File: src/verilog/spm_cfg.svh
// named constants of the self-programming control block
// assumes one 250 MHz clock and a word-wide AHB-Lite register port
`ifndef SPM_CFG_SVH
`define SPM_CFG_SVH
// ===========================================================
// register map
`define SPMC_INDEX      8'h37
`define SPMC_ADDR       10'h0dc
`define SPMC_RESET      8'h00
`define ADDR_W          10
// ===========================================================
// control/status field positions
`define BIT_IRQ_EN      7
`define BIT_RWW_BUSY    6
`define BIT_RESERVED    5
`define BIT_RWW_REEN    4
`define BIT_LOCK_SEL    3
`define BIT_PAGE_WRITE  2
`define BIT_PAGE_ERASE  1
`define BIT_SELF_EN     0
// ===========================================================
// accepted lower-five-bit command patterns
`define PAT_RWW_REEN    5'b10001
`define PAT_LOCK_READ   5'b01001
`define PAT_PAGE_WRITE  5'b00101
`define PAT_PAGE_ERASE  5'b00011
`define PAT_BUF_FILL    5'b00001
// ===========================================================
// arming windows in cpu cycles
`define SPM_WINDOW      3'h4
`define LPM_WINDOW      3'h3
// ===========================================================
// readback selectors
`define Z_LOCK          16'h0001
`define Z_FUSE_LOW      16'h0000
`define Z_FUSE_HIGH     16'h0003
`define Z_FUSE_EXT      16'h0002
// lock byte: app section write-protect bit, boot section write-protect bit
`define LOCK_APP_WP     2
`define LOCK_BOOT_WP    4
`endif

File: src/verilog/spm_pkg.sv
// types shared by the self-programming control block
// assumes the constants header is included by its users
package spm_pkg;
    // ===========================================================
    // armed command
    typedef enum logic [2:0] {
        CMD_NONE  = 3'b000,
        CMD_FILL  = 3'b001,
        CMD_ERASE = 3'b010,
        CMD_WRITE = 3'b011,
        CMD_RWW   = 3'b100,
        CMD_LOCK  = 3'b101
    } cmd_t;
    // flash array operation kind
    typedef enum logic [0:0] {
        OP_ERASE = 1'b0,
        OP_WRITE = 1'b1
    } flash_op_t;
endpackage

File: src/verilog/self_programming_control.sv
// self-programming control/status register with its arming windows
// assumes the cpu core reports spm/lpm execution and the flash array
// reports completion of an erase or write with a one-cycle done pulse
//
// The implementer's own choice: the AHB-Lite interface to the registers.
`timescale 1ns/1ns
`include "spm_cfg.svh"

// Contract
// - irq when enable, global ie, self-prog clear
// - irq suppressed during eeprom write or spm
// - rww busy reads zero on small variant
// - bit five reserved, reads zero
// - rww re-enable during fill clears buffer
// - lpm within three cycles returns lock/fuse
// - armed page write writes buffer to page
// - page write bit clears at done/timeout
// - cpu halted during page write
// - armed page erase erases addressed page
// - page erase bit clears at done/timeout
// - self-prog enable opens four-cycle spm window
// - plain enable stores word into buffer
// - self-prog enable clears after spm/timeout
// - enable held high during erase/write
// - only listed five-bit patterns take effect
// - spm from application section is disabled
// - spm from boot section reaches whole flash
// - sections protected by separate lock bits
// - rww busy high while rww section blocked
// - z selects lock, fuse low/high/ext
// - programmed bits read zero, unprogrammed one
module self_programming_control #(
    parameter bit RWW_SUPPORTED = 1'b1,   // 0 models the smallest variant
    parameter int PAGE_BITS     = 7,      // byte-address bits inside a page
    parameter int FLASH_WORDS   = 16384,  // flash size in 16-bit words
    parameter int BOOT_MIN      = 256,    // boot section words at size fuses 11
    parameter int NRWW_START    = 14336   // first word of the no-rww section
) (
    // clock and reset
    input  wire logic                 hclk,
    input  wire logic                 hresetn,
    // ahb-lite slave
    input  wire logic                 hsel,
    input  wire logic [31:0]          haddr,
    input  wire logic [1:0]           htrans,
    input  wire logic                 hwrite,
    input  wire logic [2:0]           hsize,
    input  wire logic [31:0]          hwdata,
    input  wire logic                 hready,
    output logic      [31:0]          hrdata,
    output logic                      hreadyout,
    output logic                      hresp,
    // cpu core side
    input  wire logic                 global_irq_enable,
    input  wire logic                 eeprom_busy,
    input  wire logic                 spm_exec,
    input  wire logic                 lpm_exec,
    input  wire logic                 exec_from_boot,
    input  wire logic [15:0]          z_pointer,
    input  wire logic [15:0]          r1_r0_word,
    output logic                      prog_ready_irq,
    output logic                      cpu_halt,
    output logic                      lpm_override,
    output logic      [7:0]           lpm_data,
    // fuses and lock bits, programmed bits at zero
    input  wire logic [1:0]           boot_size_fuses,
    input  wire logic [7:0]           lock_bits,
    input  wire logic [7:0]           fuse_low,
    input  wire logic [7:0]           fuse_high,
    input  wire logic [7:0]           fuse_ext,
    // flash array and temporary page buffer
    output logic                      buf_wr,
    output logic      [PAGE_BITS-2:0] buf_word,
    output logic      [15:0]          buf_data,
    output logic                      buf_clear,
    output logic                      flash_start,
    output spm_pkg::flash_op_t        flash_op,
    output logic      [15:0]          flash_addr,
    input  wire logic                 flash_done
);
    import spm_pkg::*;

    // ===========================================================
    // helpers

    // lower five register bits for an armed command
    function automatic logic [4:0] cmd_bits(input cmd_t c);
        case (c)
            CMD_FILL:  cmd_bits = `PAT_BUF_FILL;
            CMD_ERASE: cmd_bits = `PAT_PAGE_ERASE;
            CMD_WRITE: cmd_bits = `PAT_PAGE_WRITE;
            CMD_RWW:   cmd_bits = `PAT_RWW_REEN;
            CMD_LOCK:  cmd_bits = `PAT_LOCK_READ;
            default:   cmd_bits = 5'h00;
        endcase
    endfunction

    // written pattern to command; anything unlisted maps to none
    function automatic cmd_t decode(input logic [4:0] p);
        case (p)
            `PAT_BUF_FILL:   decode = CMD_FILL;
            `PAT_PAGE_ERASE: decode = CMD_ERASE;
            `PAT_PAGE_WRITE: decode = CMD_WRITE;
            `PAT_RWW_REEN:   decode = CMD_RWW;
            `PAT_LOCK_READ:  decode = CMD_LOCK;
            default:         decode = CMD_NONE;
        endcase
    endfunction

    // ===========================================================
    // state

    logic        irq_enable;    // stored interrupt enable bit
    cmd_t        armed;         // command waiting for spm or lpm
    logic [2:0]  window;        // cycles left in the arming window
    logic        op_busy;       // flash erase or write in progress
    logic        rww_busy;      // rww section blocked for reading
    logic        buf_dirty;     // page buffer holds filled words
    logic        wr_pend;       // write data phase pending
    logic        rd_wait;       // read wait state
    logic        addr_hit;      // data phase targets the register
    logic [7:0]  reg_value;     // register as software reads it
    logic        take;          // address phase accepted
    logic        wr_now;        // write data taken this cycle
    cmd_t        next_cmd;      // decoded written command
    logic        cmd_ok;        // written command takes effect
    logic        spm_ok;        // spm may act this cycle
    logic        lpm_ok;        // lpm readback this cycle
    logic [14:0] boot_start;    // first word of boot section
    logic        tgt_boot;      // z targets boot section
    logic        tgt_locked;    // target section write-protected

    // ===========================================================
    // combinational decode

    assign take   = hsel && hready && htrans[1];
    assign wr_now = wr_pend;
    // busy flash or eeprom write block new commands; the enable bit
    // therefore stays high until the operation ends
    assign next_cmd = decode(hwdata[4:0]);
    assign cmd_ok   = wr_now && addr_hit && !op_busy && !eeprom_busy
                      && (next_cmd != CMD_NONE);
    // only boot code may program, but it may target any address
    assign spm_ok = spm_exec && exec_from_boot && (window != 3'h0)
                    && !op_busy;
    assign lpm_ok = lpm_exec && (armed == CMD_LOCK)
                    && (window > (`SPM_WINDOW - `LPM_WINDOW));

    // boot boundary from the size fuses, smallest at 11
    assign boot_start = 15'(FLASH_WORDS - (BOOT_MIN << (2'd3 - boot_size_fuses)));
    assign tgt_boot   = (z_pointer[15:1] >= boot_start);
    // each section has its own write-protect lock bit, 0 = programmed
    assign tgt_locked = tgt_boot ? !lock_bits[`LOCK_BOOT_WP]
                                 : !lock_bits[`LOCK_APP_WP];

    // software view: bit 5 always zero, bit 6 zero on small variant
    always_comb begin
        reg_value                  = `SPMC_RESET;
        reg_value[`BIT_IRQ_EN]     = irq_enable;
        reg_value[`BIT_RWW_BUSY]   = RWW_SUPPORTED && rww_busy;
        reg_value[`BIT_RESERVED]   = 1'b0;
        reg_value[4:0]             = cmd_bits(armed);
    end

    // ===========================================================
    // ahb-lite slave: writes zero-wait, reads one wait state

    // address phase capture
    always_ff @(posedge hclk or negedge hresetn) begin
        if (!hresetn) begin
            wr_pend  <= 1'b0;
            rd_wait  <= 1'b0;
            addr_hit <= 1'b0;
        end else if (hreadyout) begin
            wr_pend  <= take && hwrite;
            rd_wait  <= take && !hwrite;
            addr_hit <= (haddr[`ADDR_W-1:0] == `SPMC_ADDR) && (haddr[31:`ADDR_W] == '0);
        end else begin
            rd_wait  <= 1'b0;
        end
    end

    // read data loaded in the wait state so a prior write is seen
    always_ff @(posedge hclk or negedge hresetn) begin
        if (!hresetn) begin
            hrdata <= 32'h0000_0000;
        end else if (rd_wait) begin
            hrdata <= addr_hit ? {24'h00_0000, reg_value} : 32'h0000_0000;
        end
    end

    assign hreadyout = !rd_wait;
    assign hresp     = 1'b0;   // always okay, unmapped reads zero

    // ===========================================================
    // interrupt enable bit, written by any register write
    always_ff @(posedge hclk or negedge hresetn) begin
        if (!hresetn) begin
            irq_enable <= 1'b0;
        end else if (wr_now && addr_hit) begin
            irq_enable <= hwdata[`BIT_IRQ_EN];
        end
    end

    // level request while the enable bit is clear and nothing writes
    assign prog_ready_irq = irq_enable && global_irq_enable
                            && (armed == CMD_NONE)
                            && !eeprom_busy && !op_busy;

    // ===========================================================
    // command arming, window count and consumption
    always_ff @(posedge hclk or negedge hresetn) begin
        if (!hresetn) begin
            armed  <= CMD_NONE;
            window <= 3'h0;
        end else if (op_busy) begin
            // enable and op bit stay set until the array reports done
            if (flash_done) begin
                armed <= CMD_NONE;
            end
        end else if (cmd_ok) begin
            armed  <= next_cmd;
            window <= `SPM_WINDOW;
        end else if (lpm_ok) begin
            armed  <= CMD_NONE;
            window <= 3'h0;
        end else if (spm_ok) begin
            // erase/write keep their bits for the whole operation
            if (!((armed == CMD_ERASE || armed == CMD_WRITE) && !tgt_locked)) begin
                armed <= CMD_NONE;
            end
            window <= 3'h0;
        end else if (window != 3'h0) begin
            window <= window - 3'h1;
            if (window == 3'h1) begin
                armed <= CMD_NONE;
            end
        end
    end

    // ===========================================================
    // flash operation start and completion
    always_ff @(posedge hclk or negedge hresetn) begin
        if (!hresetn) begin
            op_busy     <= 1'b0;
            flash_start <= 1'b0;
            flash_op    <= OP_ERASE;
            flash_addr  <= 16'h0000;
        end else begin
            flash_start <= 1'b0;
            if (op_busy && flash_done) begin
                op_busy <= 1'b0;
            end else if (spm_ok && !tgt_locked && armed == CMD_ERASE) begin
                op_busy     <= 1'b1;
                flash_start <= 1'b1;
                flash_op    <= OP_ERASE;
                flash_addr  <= {z_pointer[15:PAGE_BITS], PAGE_BITS'(0)};
            end else if (spm_ok && !tgt_locked && armed == CMD_WRITE) begin
                op_busy     <= 1'b1;
                flash_start <= 1'b1;
                flash_op    <= OP_WRITE;
                flash_addr  <= {z_pointer[15:PAGE_BITS], PAGE_BITS'(0)};
            end
        end
    end

    // the core stalls for the whole erase or write
    assign cpu_halt = op_busy;

    // ===========================================================
    // read-while-write section blocking
    always_ff @(posedge hclk or negedge hresetn) begin
        if (!hresetn) begin
            rww_busy <= 1'b0;
        end else if (flash_start && (flash_addr[15:1] < 15'(NRWW_START))) begin
            rww_busy <= 1'b1;
        end else if (spm_ok && armed == CMD_RWW) begin
            rww_busy <= 1'b0;
        end
    end

    // ===========================================================
    // temporary page buffer fill and clear
    always_ff @(posedge hclk or negedge hresetn) begin
        if (!hresetn) begin
            buf_wr    <= 1'b0;
            buf_clear <= 1'b0;
            buf_word  <= '0;
            buf_data  <= 16'h0000;
            buf_dirty <= 1'b0;
        end else begin
            buf_wr    <= 1'b0;
            buf_clear <= 1'b0;
            if (spm_ok && armed == CMD_FILL) begin
                // byte-address lsb ignored: one word per location
                buf_wr    <= 1'b1;
                buf_word  <= z_pointer[PAGE_BITS-1:1];
                buf_data  <= r1_r0_word;
                buf_dirty <= 1'b1;
            end else if (cmd_ok && next_cmd == CMD_RWW && buf_dirty) begin
                buf_clear <= 1'b1;
                buf_dirty <= 1'b0;
            end else if (op_busy && flash_done && flash_op == OP_WRITE) begin
                buf_dirty <= 1'b0;
            end
        end
    end

    // ===========================================================
    // lock and fuse readback, one-cycle override of the lpm result
    always_ff @(posedge hclk or negedge hresetn) begin
        if (!hresetn) begin
            lpm_override <= 1'b0;
            lpm_data     <= 8'h00;
        end else begin
            lpm_override <= lpm_ok;
            if (lpm_ok) begin
                // values pass as stored: programmed bits already zero
                case (z_pointer)
                    `Z_LOCK:      lpm_data <= lock_bits;
                    `Z_FUSE_LOW:  lpm_data <= fuse_low;
                    `Z_FUSE_HIGH: lpm_data <= fuse_high;
                    `Z_FUSE_EXT:  lpm_data <= fuse_ext;
                    default:      lpm_data <= 8'hff;
                endcase
            end
        end
    end

    // ===========================================================
    // checks

    chk_irq_gate: assert property (@(posedge hclk) disable iff (!hresetn)
        prog_ready_irq |-> !eeprom_busy && !op_busy && irq_enable)
        else $error("ready irq raised while busy or disabled");

    chk_reserved_zero: assert property (@(posedge hclk) disable iff (!hresetn)
        !reg_value[`BIT_RESERVED] && (RWW_SUPPORTED || !reg_value[`BIT_RWW_BUSY]))
        else $error("reserved or small-variant busy bit read as one");

    chk_window_expiry: assert property (@(posedge hclk) disable iff (!hresetn)
        (cmd_ok && !eeprom_busy) ##1 (!spm_exec && !lpm_exec && !op_busy)[*4]
        |=> armed == CMD_NONE)
        else $error("armed command survived its window");

    chk_armed_kept: assert property (@(posedge hclk) disable iff (!hresetn)
        cmd_ok ##1 (!spm_exec && !lpm_exec && !wr_pend)[*3] |-> armed != CMD_NONE)
        else $error("armed command cleared early");

    // bounded form: every cycle of a running operation without done keeps the halt
    chk_halt_op: assert property (@(posedge hclk) disable iff (!hresetn)
        (flash_start || (op_busy && !flash_done)) |-> cpu_halt ##1 cpu_halt)
        else $error("core not halted during flash operation");

    chk_enable_held: assert property (@(posedge hclk) disable iff (!hresetn)
        op_busy |-> reg_value[`BIT_SELF_EN])
        else $error("enable bit dropped during flash operation");

    chk_app_no_spm: assert property (@(posedge hclk) disable iff (!hresetn)
        (spm_exec && !exec_from_boot) |=> !flash_start && !buf_wr)
        else $error("spm from application section acted");

    chk_bad_pattern: assert property (@(posedge hclk) disable iff (!hresetn)
        (wr_now && addr_hit && decode(hwdata[4:0]) == CMD_NONE && !spm_exec && !lpm_exec)
        |=> $stable(armed) || armed == CMD_NONE)
        else $error("unlisted pattern changed the armed command");

    chk_lpm_read: assert property (@(posedge hclk) disable iff (!hresetn)
        (lpm_ok && z_pointer == `Z_LOCK) |=> lpm_override && lpm_data == $past(lock_bits))
        else $error("lock readback wrong");

    chk_fill_word: assert property (@(posedge hclk) disable iff (!hresetn)
        (spm_ok && armed == CMD_FILL) |=> buf_wr && buf_data == $past(r1_r0_word))
        else $error("buffer fill word wrong");

endmodule // self_programming_control

File: config.mk
export PLATFORM = sky130hd
export DESIGN_NAME = self_programming_control
export DESIGN_NICKNAME = d
export VERILOG_FILES = /design/src/verilog/spm_pkg.sv /design/src/verilog/self_programming_control.sv
export VERILOG_INCLUDE_DIRS = /design/src /design/src/verilog
export SDC_FILE = /design/constraint.sdc
export NUM_CORES = 1
export LEC_CHECK = 0
export BUFFER_PORTS_ARGS = -buffer_cell sky130_fd_sc_hd__buf_4
export CORE_MARGIN = 2
export CORE_UTILIZATION = 39
export DETAILED_ROUTE_END_ITERATION = 12
export GPL_TIMING_DRIVEN = 0
export PLACE_DENSITY = 0.78
export RECOVER_POWER = 50
export SETUP_SLACK_MARGIN = 0.2
export SYNTH_ARGS = -nofsm -noshare
export SYNTH_HDL_FRONTEND = slang
export SYNTH_SLANG_ARGS = --single-unit
File: constraint.sdc
create_clock -name hclk -period 2.05 [get_ports hclk]
set_input_delay 0.41 -clock hclk [delete_from_list [all_inputs] [get_ports hclk]]
set_output_delay 0.41 -clock hclk [all_outputs]
set_load 0.03 [all_outputs]
[Yosys cells after proc, flatten, opt, wreduce, memory -nomap -nowiden]
Index checks and enable logic that the tools add are counted.
Operators by class
  add/sub/neg operators: 3
  magnitude comparators: 3
  equality and inequality tests: 18
  shifts and indexed selects: 1
  multiplexer cells: 35
  bitwise operators: 2
  reduce and logical (&&, ||, !) cells: 52
Operators with widths (number)
  3-bit 2-to-1 mux: 12
  16-bit by 2-bit == test with 1-bit output (second input constant): 2
  16-bit 2-to-1 mux: 2
  8-bit case mux with 4 select lines: 1
  1-bit logical AND: 29
  5-bit case mux with 5 select lines: 1
  22-bit logical NOT: 1
  1-bit 2-to-1 mux: 17
  16-bit by 1-bit == test with 1-bit output (second input constant): 1
  16-bit logical NOT: 1
  15-bit >= comparator: 1
  15-bit by 14-bit less-than comparator with 1-bit output (second input constant): 1
  3-bit case mux with 5 select lines: 1
  9-bit by 2-bit left shift with 15-bit output (first input constant): 1
  15-bit subtractor (first input constant): 1
  3-bit nonzero test: 4
  10-bit by 8-bit == test with 1-bit output (second input constant): 1
  5-bit nonzero test: 2
  3-bit == test (second input constant): 3
  8-bit 2-to-1 mux: 1
  1-bit logical NOT: 7
  3-bit by 1-bit == test with 1-bit output (second input constant): 2
  3-bit by 2-bit == test with 1-bit output (second input constant): 2
  5-bit by 1-bit == test with 1-bit output (second input constant): 1
  other kinds (16): 19
Word-level totals
  register bits: 96
  input port bits: 146
  output and inout port bits: 87
  logic and storage cells: 133

[Longest topological paths before layout]
Gate-level depths: netlist of run 1.
  depth in word-level cells: 12
  gate-level depth with buffers: 11
  gate-level depth less buffers: 10

[Worst setup path after synthesis of run 1]
No wires, ideal clock.
  path type: input port to flip-flop
  start point: input boot_size_fuses[0]
  end point: register flash_addr[10]
  setup time: 0.125 ns
  data arrival time: 2.400 ns
  required time: 1.925 ns
  slack: -0.475 ns
  stages: 10
  buffers on the path: 1
  cell sequence: nand2b_1 ha_1 inv_1 ha_1 nand4_1 o311ai_1 nor3_2 mux2i_2 buf_6 mux2_4
On the way
  longest elaborated chain between the ends: 10
  elaborated cells between the ends (all ways): 12
  those cells by class: add/sub (2); order compare (1); shift (1); mux (2); reduce/logical (6)
RTL lines
  start, declared: RTL line self_programming_control.sv:66  | input wire logic [1:0] boot_size_fuses,
  2-bit subtractor *: RTL line self_programming_control.sv:150  | assign boot_start = 15'(FLASH_WORDS - (BOOT_MIN << (2'd3 - boot_size_fuses)));
  9-bit by 2-bit left shift with 15-bit output *: RTL line self_programming_control.sv:150
  15-bit subtractor *: RTL line self_programming_control.sv:150
  15-bit >= comparator *: RTL line self_programming_control.sv:151  | assign tgt_boot = (z_pointer[15:1] >= boot_start);
  1-bit 2-to-1 mux *: RTL line self_programming_control.sv:153  | assign tgt_locked = tgt_boot ? !lock_bits[`LOCK_BOOT_WP]
  1-bit logical NOT *: RTL line self_programming_control.sv:253, self_programming_control.sv:258
  1-bit logical AND *: RTL line self_programming_control.sv:253, self_programming_control.sv:258
  1-bit logical AND, on equally long branches: RTL line self_programming_control.sv:253, self_programming_control.sv:258
  2-bit nonzero test (no source line)
  2-bit AND reduction (no source line)
  end signal, assigned: RTL line self_programming_control.sv:257  | flash_addr <= {z_pointer[15:PAGE_BITS], PAGE_BITS'(0)};
  end signal, assigned: RTL line self_programming_control.sv:262  | flash_addr <= {z_pointer[15:PAGE_BITS], PAGE_BITS'(0)};
  end, declared: RTL line self_programming_control.sv:78  | output logic [15:0] flash_addr,
Every way passes the cells marked *; elsewhere a longest branch is shown, timed or not.
A chain may end at the register's enable or synchronous reset.

[Final worst setup path of run 1]
  start point: input boot_size_fuses[0]
  end point: register flash_addr[14]
The elaborated chain is that of the path after synthesis.

==> metrics, run 1 <==
Die Y=99.7 um; Yosys warning count=0; total CTS buffers=9; RSZ-0062 raised after global routing=true; maximum root-to-sink buffer count=2; Slew Limit Fails=65; top sig layer=met4; Hold-fix buffers, CTS=0; Setup WS post-layout=-0.251 ns; drt total wl=10500 um; Final ANT Viol Nets=0; fin cells=689; Root Driver=clkbuf_8; CTS tree=done; maximum vdd drop=just under 0.4 mV; met2 WL=5460 um; Worst setup EP type=flop; Reg clk slew, reported paths=0.07 ns; Worst Path Required=2.27 ns; Clock Sinks=64; Power, Total=3.55 mW; DRT Pass-1 Iters=6; fmax=435 MHz; HP Class=primary input to flop; Layout Skew=between 0.009 and 0.01 ns; Die ar.=9940 sq um; global route total overflow=0; # DRC=0; Wirelength per Cell=about 15 um; CP bufs+invs=3; layout cell share with drive strength beyond 1=between 50 and 60%; Area after DPL=5150 sq um; final count of negative-setup-slack endpoints=15; chip width=99.7 um; initial antenna violation count=0; CP max-delay cell=mux2_4; top_reg_cell synth=dfrtp_1; H-tree lvl count=3; Post-synth EDFFs=0; Area Growth Syn to Fin=63.4%; final instance area=5840 sq um; Max Cap Violations=1; number of port buffers=168; power density of the placed cells=608 nW/um^2; total vias in the final route=roughly 3400; ant diodes=0; Slew headroom=-7.65%; Post-Place Cells=643; Leakage=2.98 nW; met3 routed WL=592 um; Hold Vio Cnt, Final=0; startpoint class of the critical path=primary input; Rows=34; I/O pin cnt=roughly 230; crit-path cells=buf_6 > nand2b_4 > ha_4 > inv_2 > ha_4 > nand4_1 > o311ai_2 > nor3_2 > mux2i_2 > buf_6 > mux2_4; Post-Synthesis Mean Instance Area=10.7 sq um; critical path type=primary input to flop; Cells after Synth=335; Detailed Place HPWL=between 7000 and 8000 um; Max stage delay on crit path=0.32 ns; Clock Latency Late Sink=0.34 ns; area of the core=8810 sq um; most frequent cells in the layout=buf_4 (213), dfrtp_1 (64), conb_1 (33); Final period util=112%; asr flop ratio synth=100%; Tightest Pin Transition=1.61 ns; vias in the first global route=3393; critical path's top delay family=multiplexers; unique cell type count in the Yosys netlist=50; status=finished, violations left; sequential element share of the synthesized area=44.8%; worst path arrival time=between 2 and 3 ns; First DRT Iteration DRCs=143; failing checks=max-capacitance violations, max-slew violations, negative setup slack; M1 WL=4220 um; CP Max Fanout=10; Final TNS setup=-2.56 ns; via-per-instance ratio=4.87; clock period minus worst slack=~2.3 ns; post-layout util=66.3%; gpl congestion=about 0.84; synthesized area=3570 sq um; first-pass GRT wire length=16300 um; post-place setup slack=-0.713 ns; Initial Util=40.6%; fin nets=about 730; largest net degree at the start of global routing=65; most common cell after layout, fill and taps aside=buf_4; Synth Register Bits=64; hold slack=about 0.23 ns; Global Route Usage Sum=20.7%
## area by class of cell
cell class / instances / area [sq um]
Buffer: 45 / 357
Clock buffer: 10 / 138
Clock inverter: 6 / 92.6
Fill cell: 688 / 2970
Inverter: 15 / 56.3
Multi-Input combinational cell: 243 / 1930
Sequential cell: 64 / 1600
Tap cell: 108 / 135
Timing Repair Buffer: 198 / 1520
## cell families (layout without fill, tap and decap cells)
family	Yosys count	after routing	share of synthesized area, %
AOI/OAI and AO/OA	42	42	7.53
xor gates and xnor gates	2	2	0.491
adders and majority gates	10	10	3.43
buffers and inverters	60	274	9.99
DFF	64	64	44.8
muxes	44	44	14.7
other	1	33	0.105
and+or+nand+nor	112	112	18.9
## synthesized netlist by cell type, types with 2 or more instances
| cell type | count | area, sq um |
|---|---|---|
| a2111oi_0 | 2 | 17.5 |
| dfrtp_1 | 64 | 1600 |
| buf_4 | 33 | 248 |
| inv_1 | 15 | 56.3 |
| ha_1 | 9 | 113 |
| mux2_2 | 33 | 372 |
| a31oi_1 | 9 | 56.3 |
| a21oi_1 | 6 | 30.0 |
| mux2_4 | 8 | 120 |
| o21bai_1 | 2 | 15.0 |
| nor4_4 | 2 | 42.5 |
| nor2_1 | 22 | 82.6 |
| nand2_1 | 21 | 78.8 |
| nor2b_1 | 6 | 37.5 |
| a211oi_1 | 2 | 15.0 |
| xnor2_1 | 2 | 17.5 |
| nor4_1 | 9 | 56.3 |
| nor3_1 | 10 | 50.1 |
| or3_1 | 3 | 18.8 |
| buf_1 | 3 | 11.3 |
| nand2b_1 | 2 | 12.5 |
| nand3b_1 | 3 | 22.5 |
| nand4b_1 | 2 | 17.5 |
| and3b_1 | 2 | 17.5 |
| nand3_1 | 9 | 45.0 |
| mux2i_1 | 2 | 20.0 |
| clkbuf_1 | 8 | 30.0 |
| a22oi_1 | 8 | 60.1 |
| nand4_1 | 8 | 50.1 |
| o21ai_0 | 10 | 50.1 |
## timing repair
action / in CTS / in global routing
setup endpoints to repair: 51 / 45
gates cloned: 2 / 0
resized for setup: 34 / 26
buffers inserted: 20 / 8
pin swaps: 6 / 9
## worst paths after layout
kind                       slack [ns]  cells past startpoint                          to                      from
setup / recovery                -0.25                     11  flash_addr[14]$_DFFE_PN0P_        boot_size_fuses[0]
hold / removal                   0.23                      2           rd_wait$_DFF_PN0_                    hwrite
setup reg to reg                 0.08                      6        armed[0]$_DFFE_PN0P_      addr_hit$_DFFE_PN0N_
hold reg to reg                  0.51                      1    buf_data[15]$_DFFE_PN0P_  buf_data[15]$_DFFE_PN0P_
max in group asynchronous        0.60                      1       window[1]$_DFFE_PN0P_                   hresetn
min in group asynchronous        0.47                      1     buf_data[6]$_DFFE_PN0P_                   hresetn
## per-layer routing
layer,track usage [%],vias to the layer above
met4,8.43,0
met1,24.1,1582
met5,0,-
met2,36.4,121
li1,-,1631
met3,4.99,19
## flip-flops by register name (all words and copies together) (netlist names), 3 cells and up
name / count
buf_data: 16
flash_addr: 9
lpm_data: 8
hrdata: 7
buf_word: 6
armed: 3
window: 3
## power by group
part / switching (mW) / internal (mW) / total [mW]
clock network: 0.527 / 0.722 / 1.25
registers: 0.0357 / 1.30 / 1.33
logic: 0.466 / 0.501 / 0.967
Power figures use the tool's default switching activity.
==> run 2, diff against run 1 <==
PLACE_DENSITY = 0.83   (was 0.78)
==> metrics, run 2 (same netlist as run 1, synthesis figures left out) <==
status=finished, violations left; failing checks=max-capacitance violations, max-slew violations, negative setup slack; final instance area=5720 sq um (-2.0%); layout cell share with drive strength beyond 1=54.7% (-0.20 points); Clock Sinks=64 (unchanged); Slew headroom=-6.56% (+1.1 points); global route total overflow=0 (unchanged); post-layout util=64.9% (-1.3 points); Hold-fix buffers, CTS=0 (unchanged); First DRT Iteration DRCs=80 (-44%); most common cell after layout, fill and taps aside=buf_4; fmax=424 MHz (-2.4%); crit-path cells=buf_6 > nand2b_4 > ha_4 > inv_2 > ha_4 > nand4_1 > buf_4 > nor4_4 > nor3_2 > mux2i_2 > buf_4 > mux2_4; chip width=99.7 um (unchanged); drt total wl=10300 um (-1.8%); Final TNS setup=-3.33 ns (-0.775 ns); HP Class=primary input to flop; total vias in the final route=3321 (-0.95%); Die ar.=9940 sq um (unchanged); H-tree lvl count=3 (unchanged); DRT Pass-1 Iters=6 (unchanged); Final ANT Viol Nets=0 (unchanged); maximum root-to-sink buffer count=2 (unchanged); Clock Latency Late Sink=0.34 ns (about the same); worst path arrival time=2.58 ns (+0.06 ns); Initial Util=40.6% (unchanged); number of flip-flops in the largest register=16 (unchanged); clock period minus worst slack=2.36 ns (+0.0554 ns); Tightest Pin Transition=1.60 ns (-0.0164 ns); biggest regs=buf_data x16, flash_addr x9, lpm_data x8; Top reg by flops=buf_data; fin nets=724 (-0.96%); area of the core=8810 sq um (unchanged); vias in the first global route=3412 (+0.56%); largest net degree at the start of global routing=65 (unchanged); most frequent cells in the layout=buf_4 (209), dfrtp_1 (63), conb_1 (33); Area after DPL=5150 sq um (unchanged); number of port buffers=168 (unchanged); Rows=34 (unchanged); ant diodes=0 (unchanged); Global Route Usage Sum=20.6% (-0.045 points); Worst Path Required=2.28 ns (about the same); I/O pin cnt=233 (unchanged); first-pass GRT wire length=16300 um (unchanged); Max Cap Violations=1 (unchanged); power density of the placed cells=605 nW/um^2 (-0.53%); final count of negative-setup-slack endpoints=12 (-3); Layout Skew=0.00755 ns (-0.00238 ns); maximum vdd drop=0.398 mV (+1.5%); Max stage delay on crit path=0.30 ns (-0.02 ns); RSZ-0062 raised after global routing=true; Setup WS post-layout=-0.307 ns (-0.0554 ns); Area Growth Syn to Fin=60.1%; critical path's top delay family=multiplexers; CP Max Fanout=4 (-6); Post-Place Cells=643 (unchanged); initial antenna violation count=0 (unchanged); Hold Vio Cnt, Final=0 (unchanged); CP bufs+invs=4 (+1); Wirelength per Cell=15.1 um (-0.78%); Reg clk slew, reported paths=0.07 ns (about the same); Leakage=2.92 nW (-1.9%); Root Driver=clkbuf_8; CTS tree=done; startpoint class of the critical path=primary input; gpl congestion=0.837 (-0.82%); post-place setup slack=-0.729 ns (-0.0156 ns); Final period util=115% (+2.7 points); total CTS buffers=9 (unchanged); Slew Limit Fails=65 (unchanged); fin cells=682 (-1.0%); via-per-instance ratio=4.87 (about the same); critical path type=primary input to flop; CP max-delay cell=mux2_4; Die Y=99.7 um (unchanged); Detailed Place HPWL=7640 um (+1.4%); # DRC=0 (unchanged); Worst setup EP type=flop
==> run 2: cell types whose count changed in the layout (fill, tap and decap cells not counted), moves of 2 or more <==
cell    change
buf_4       -4
buf_12      -2
mux2_2     +12
mux2_4     -12
buf_8       +2
==> run 2: layout make-up <==
type | count | area (sq um)
multi-input cells | 243 | 1890
fillers | 714 | 3090
flip-flops and latches | 64 | 1600
plain buffers | 45 | 358
repair buffers | 191 | 1450
clock inverters | 6 | 92.6
clock buffers | 10 | 138
inverters | 15 | 56.3
well taps | 108 | 135
==> run 2: worst paths after layout <==
kind	startpoint	end	slack, ns	cells past startpoint
worst max-delay path	boot_size_fuses[0]	flash_addr[10]$_DFFE_PN0P_	-0.31	12
worst min-delay path	hwrite	rd_wait$_DFF_PN0_	0.23	2
worst max register to register	addr_hit$_DFFE_PN0N_	armed[1]$_DFFE_PN0P_	0.12	6
worst min register to register	buf_data[6]$_DFFE_PN0P_	buf_data[6]$_DFFE_PN0P_	0.51	1
max in group asynchronous	hresetn	cpu_halt$_DFFE_PN0P_	0.52	1
min in group asynchronous	hresetn	buf_wr$_DFF_PN0_	0.45	1
==> run 2: metrics by stage <==
step           hold slack (ns)  power [mW]
2_1_floorplan            0.114        1.76
3_3_place_gp             0.492        2.01
3_5_place_dp             0.496        2.05
4_1_cts                  0.180        3.43
5_1_grt                  0.214        3.63
6_report                 0.229        3.46
==> run 2: repair_timing <==
item | 4_1_cts | 5_1_grt
setup endpoints to repair | 51 | 50
pin swaps | 7 | 8
buffers inserted | 18 | 2
cloned | 2 | 1
gates resized for setup | 34 | 16
==> run 2: per-layer routing <==
layer | part of all wire, % | GRT usage, %
met5 | 0 | 0
met1 | 39 | 24.5
met3 | 5.4 | 4.22
met2 | 54 | 37.1
met4 | 1.1 | 6.74
==> run 2: worst reg2reg max path, stage by stage (launching register included) <==
cell and delay [ns]:
dfrtp_1 0.34, clkbuf_1 0.30, nand3_1 0.15, or3_1 0.42
nor4_1 0.38, nor3_1 0.13, a21oi_2 0.15
==> run 2: where the power goes <==
group          total (mW)  internal [mW]  switching, mW
Sequential           1.34           1.30         0.0392
Combinational       0.886          0.448          0.438
Clock                1.24          0.721          0.514
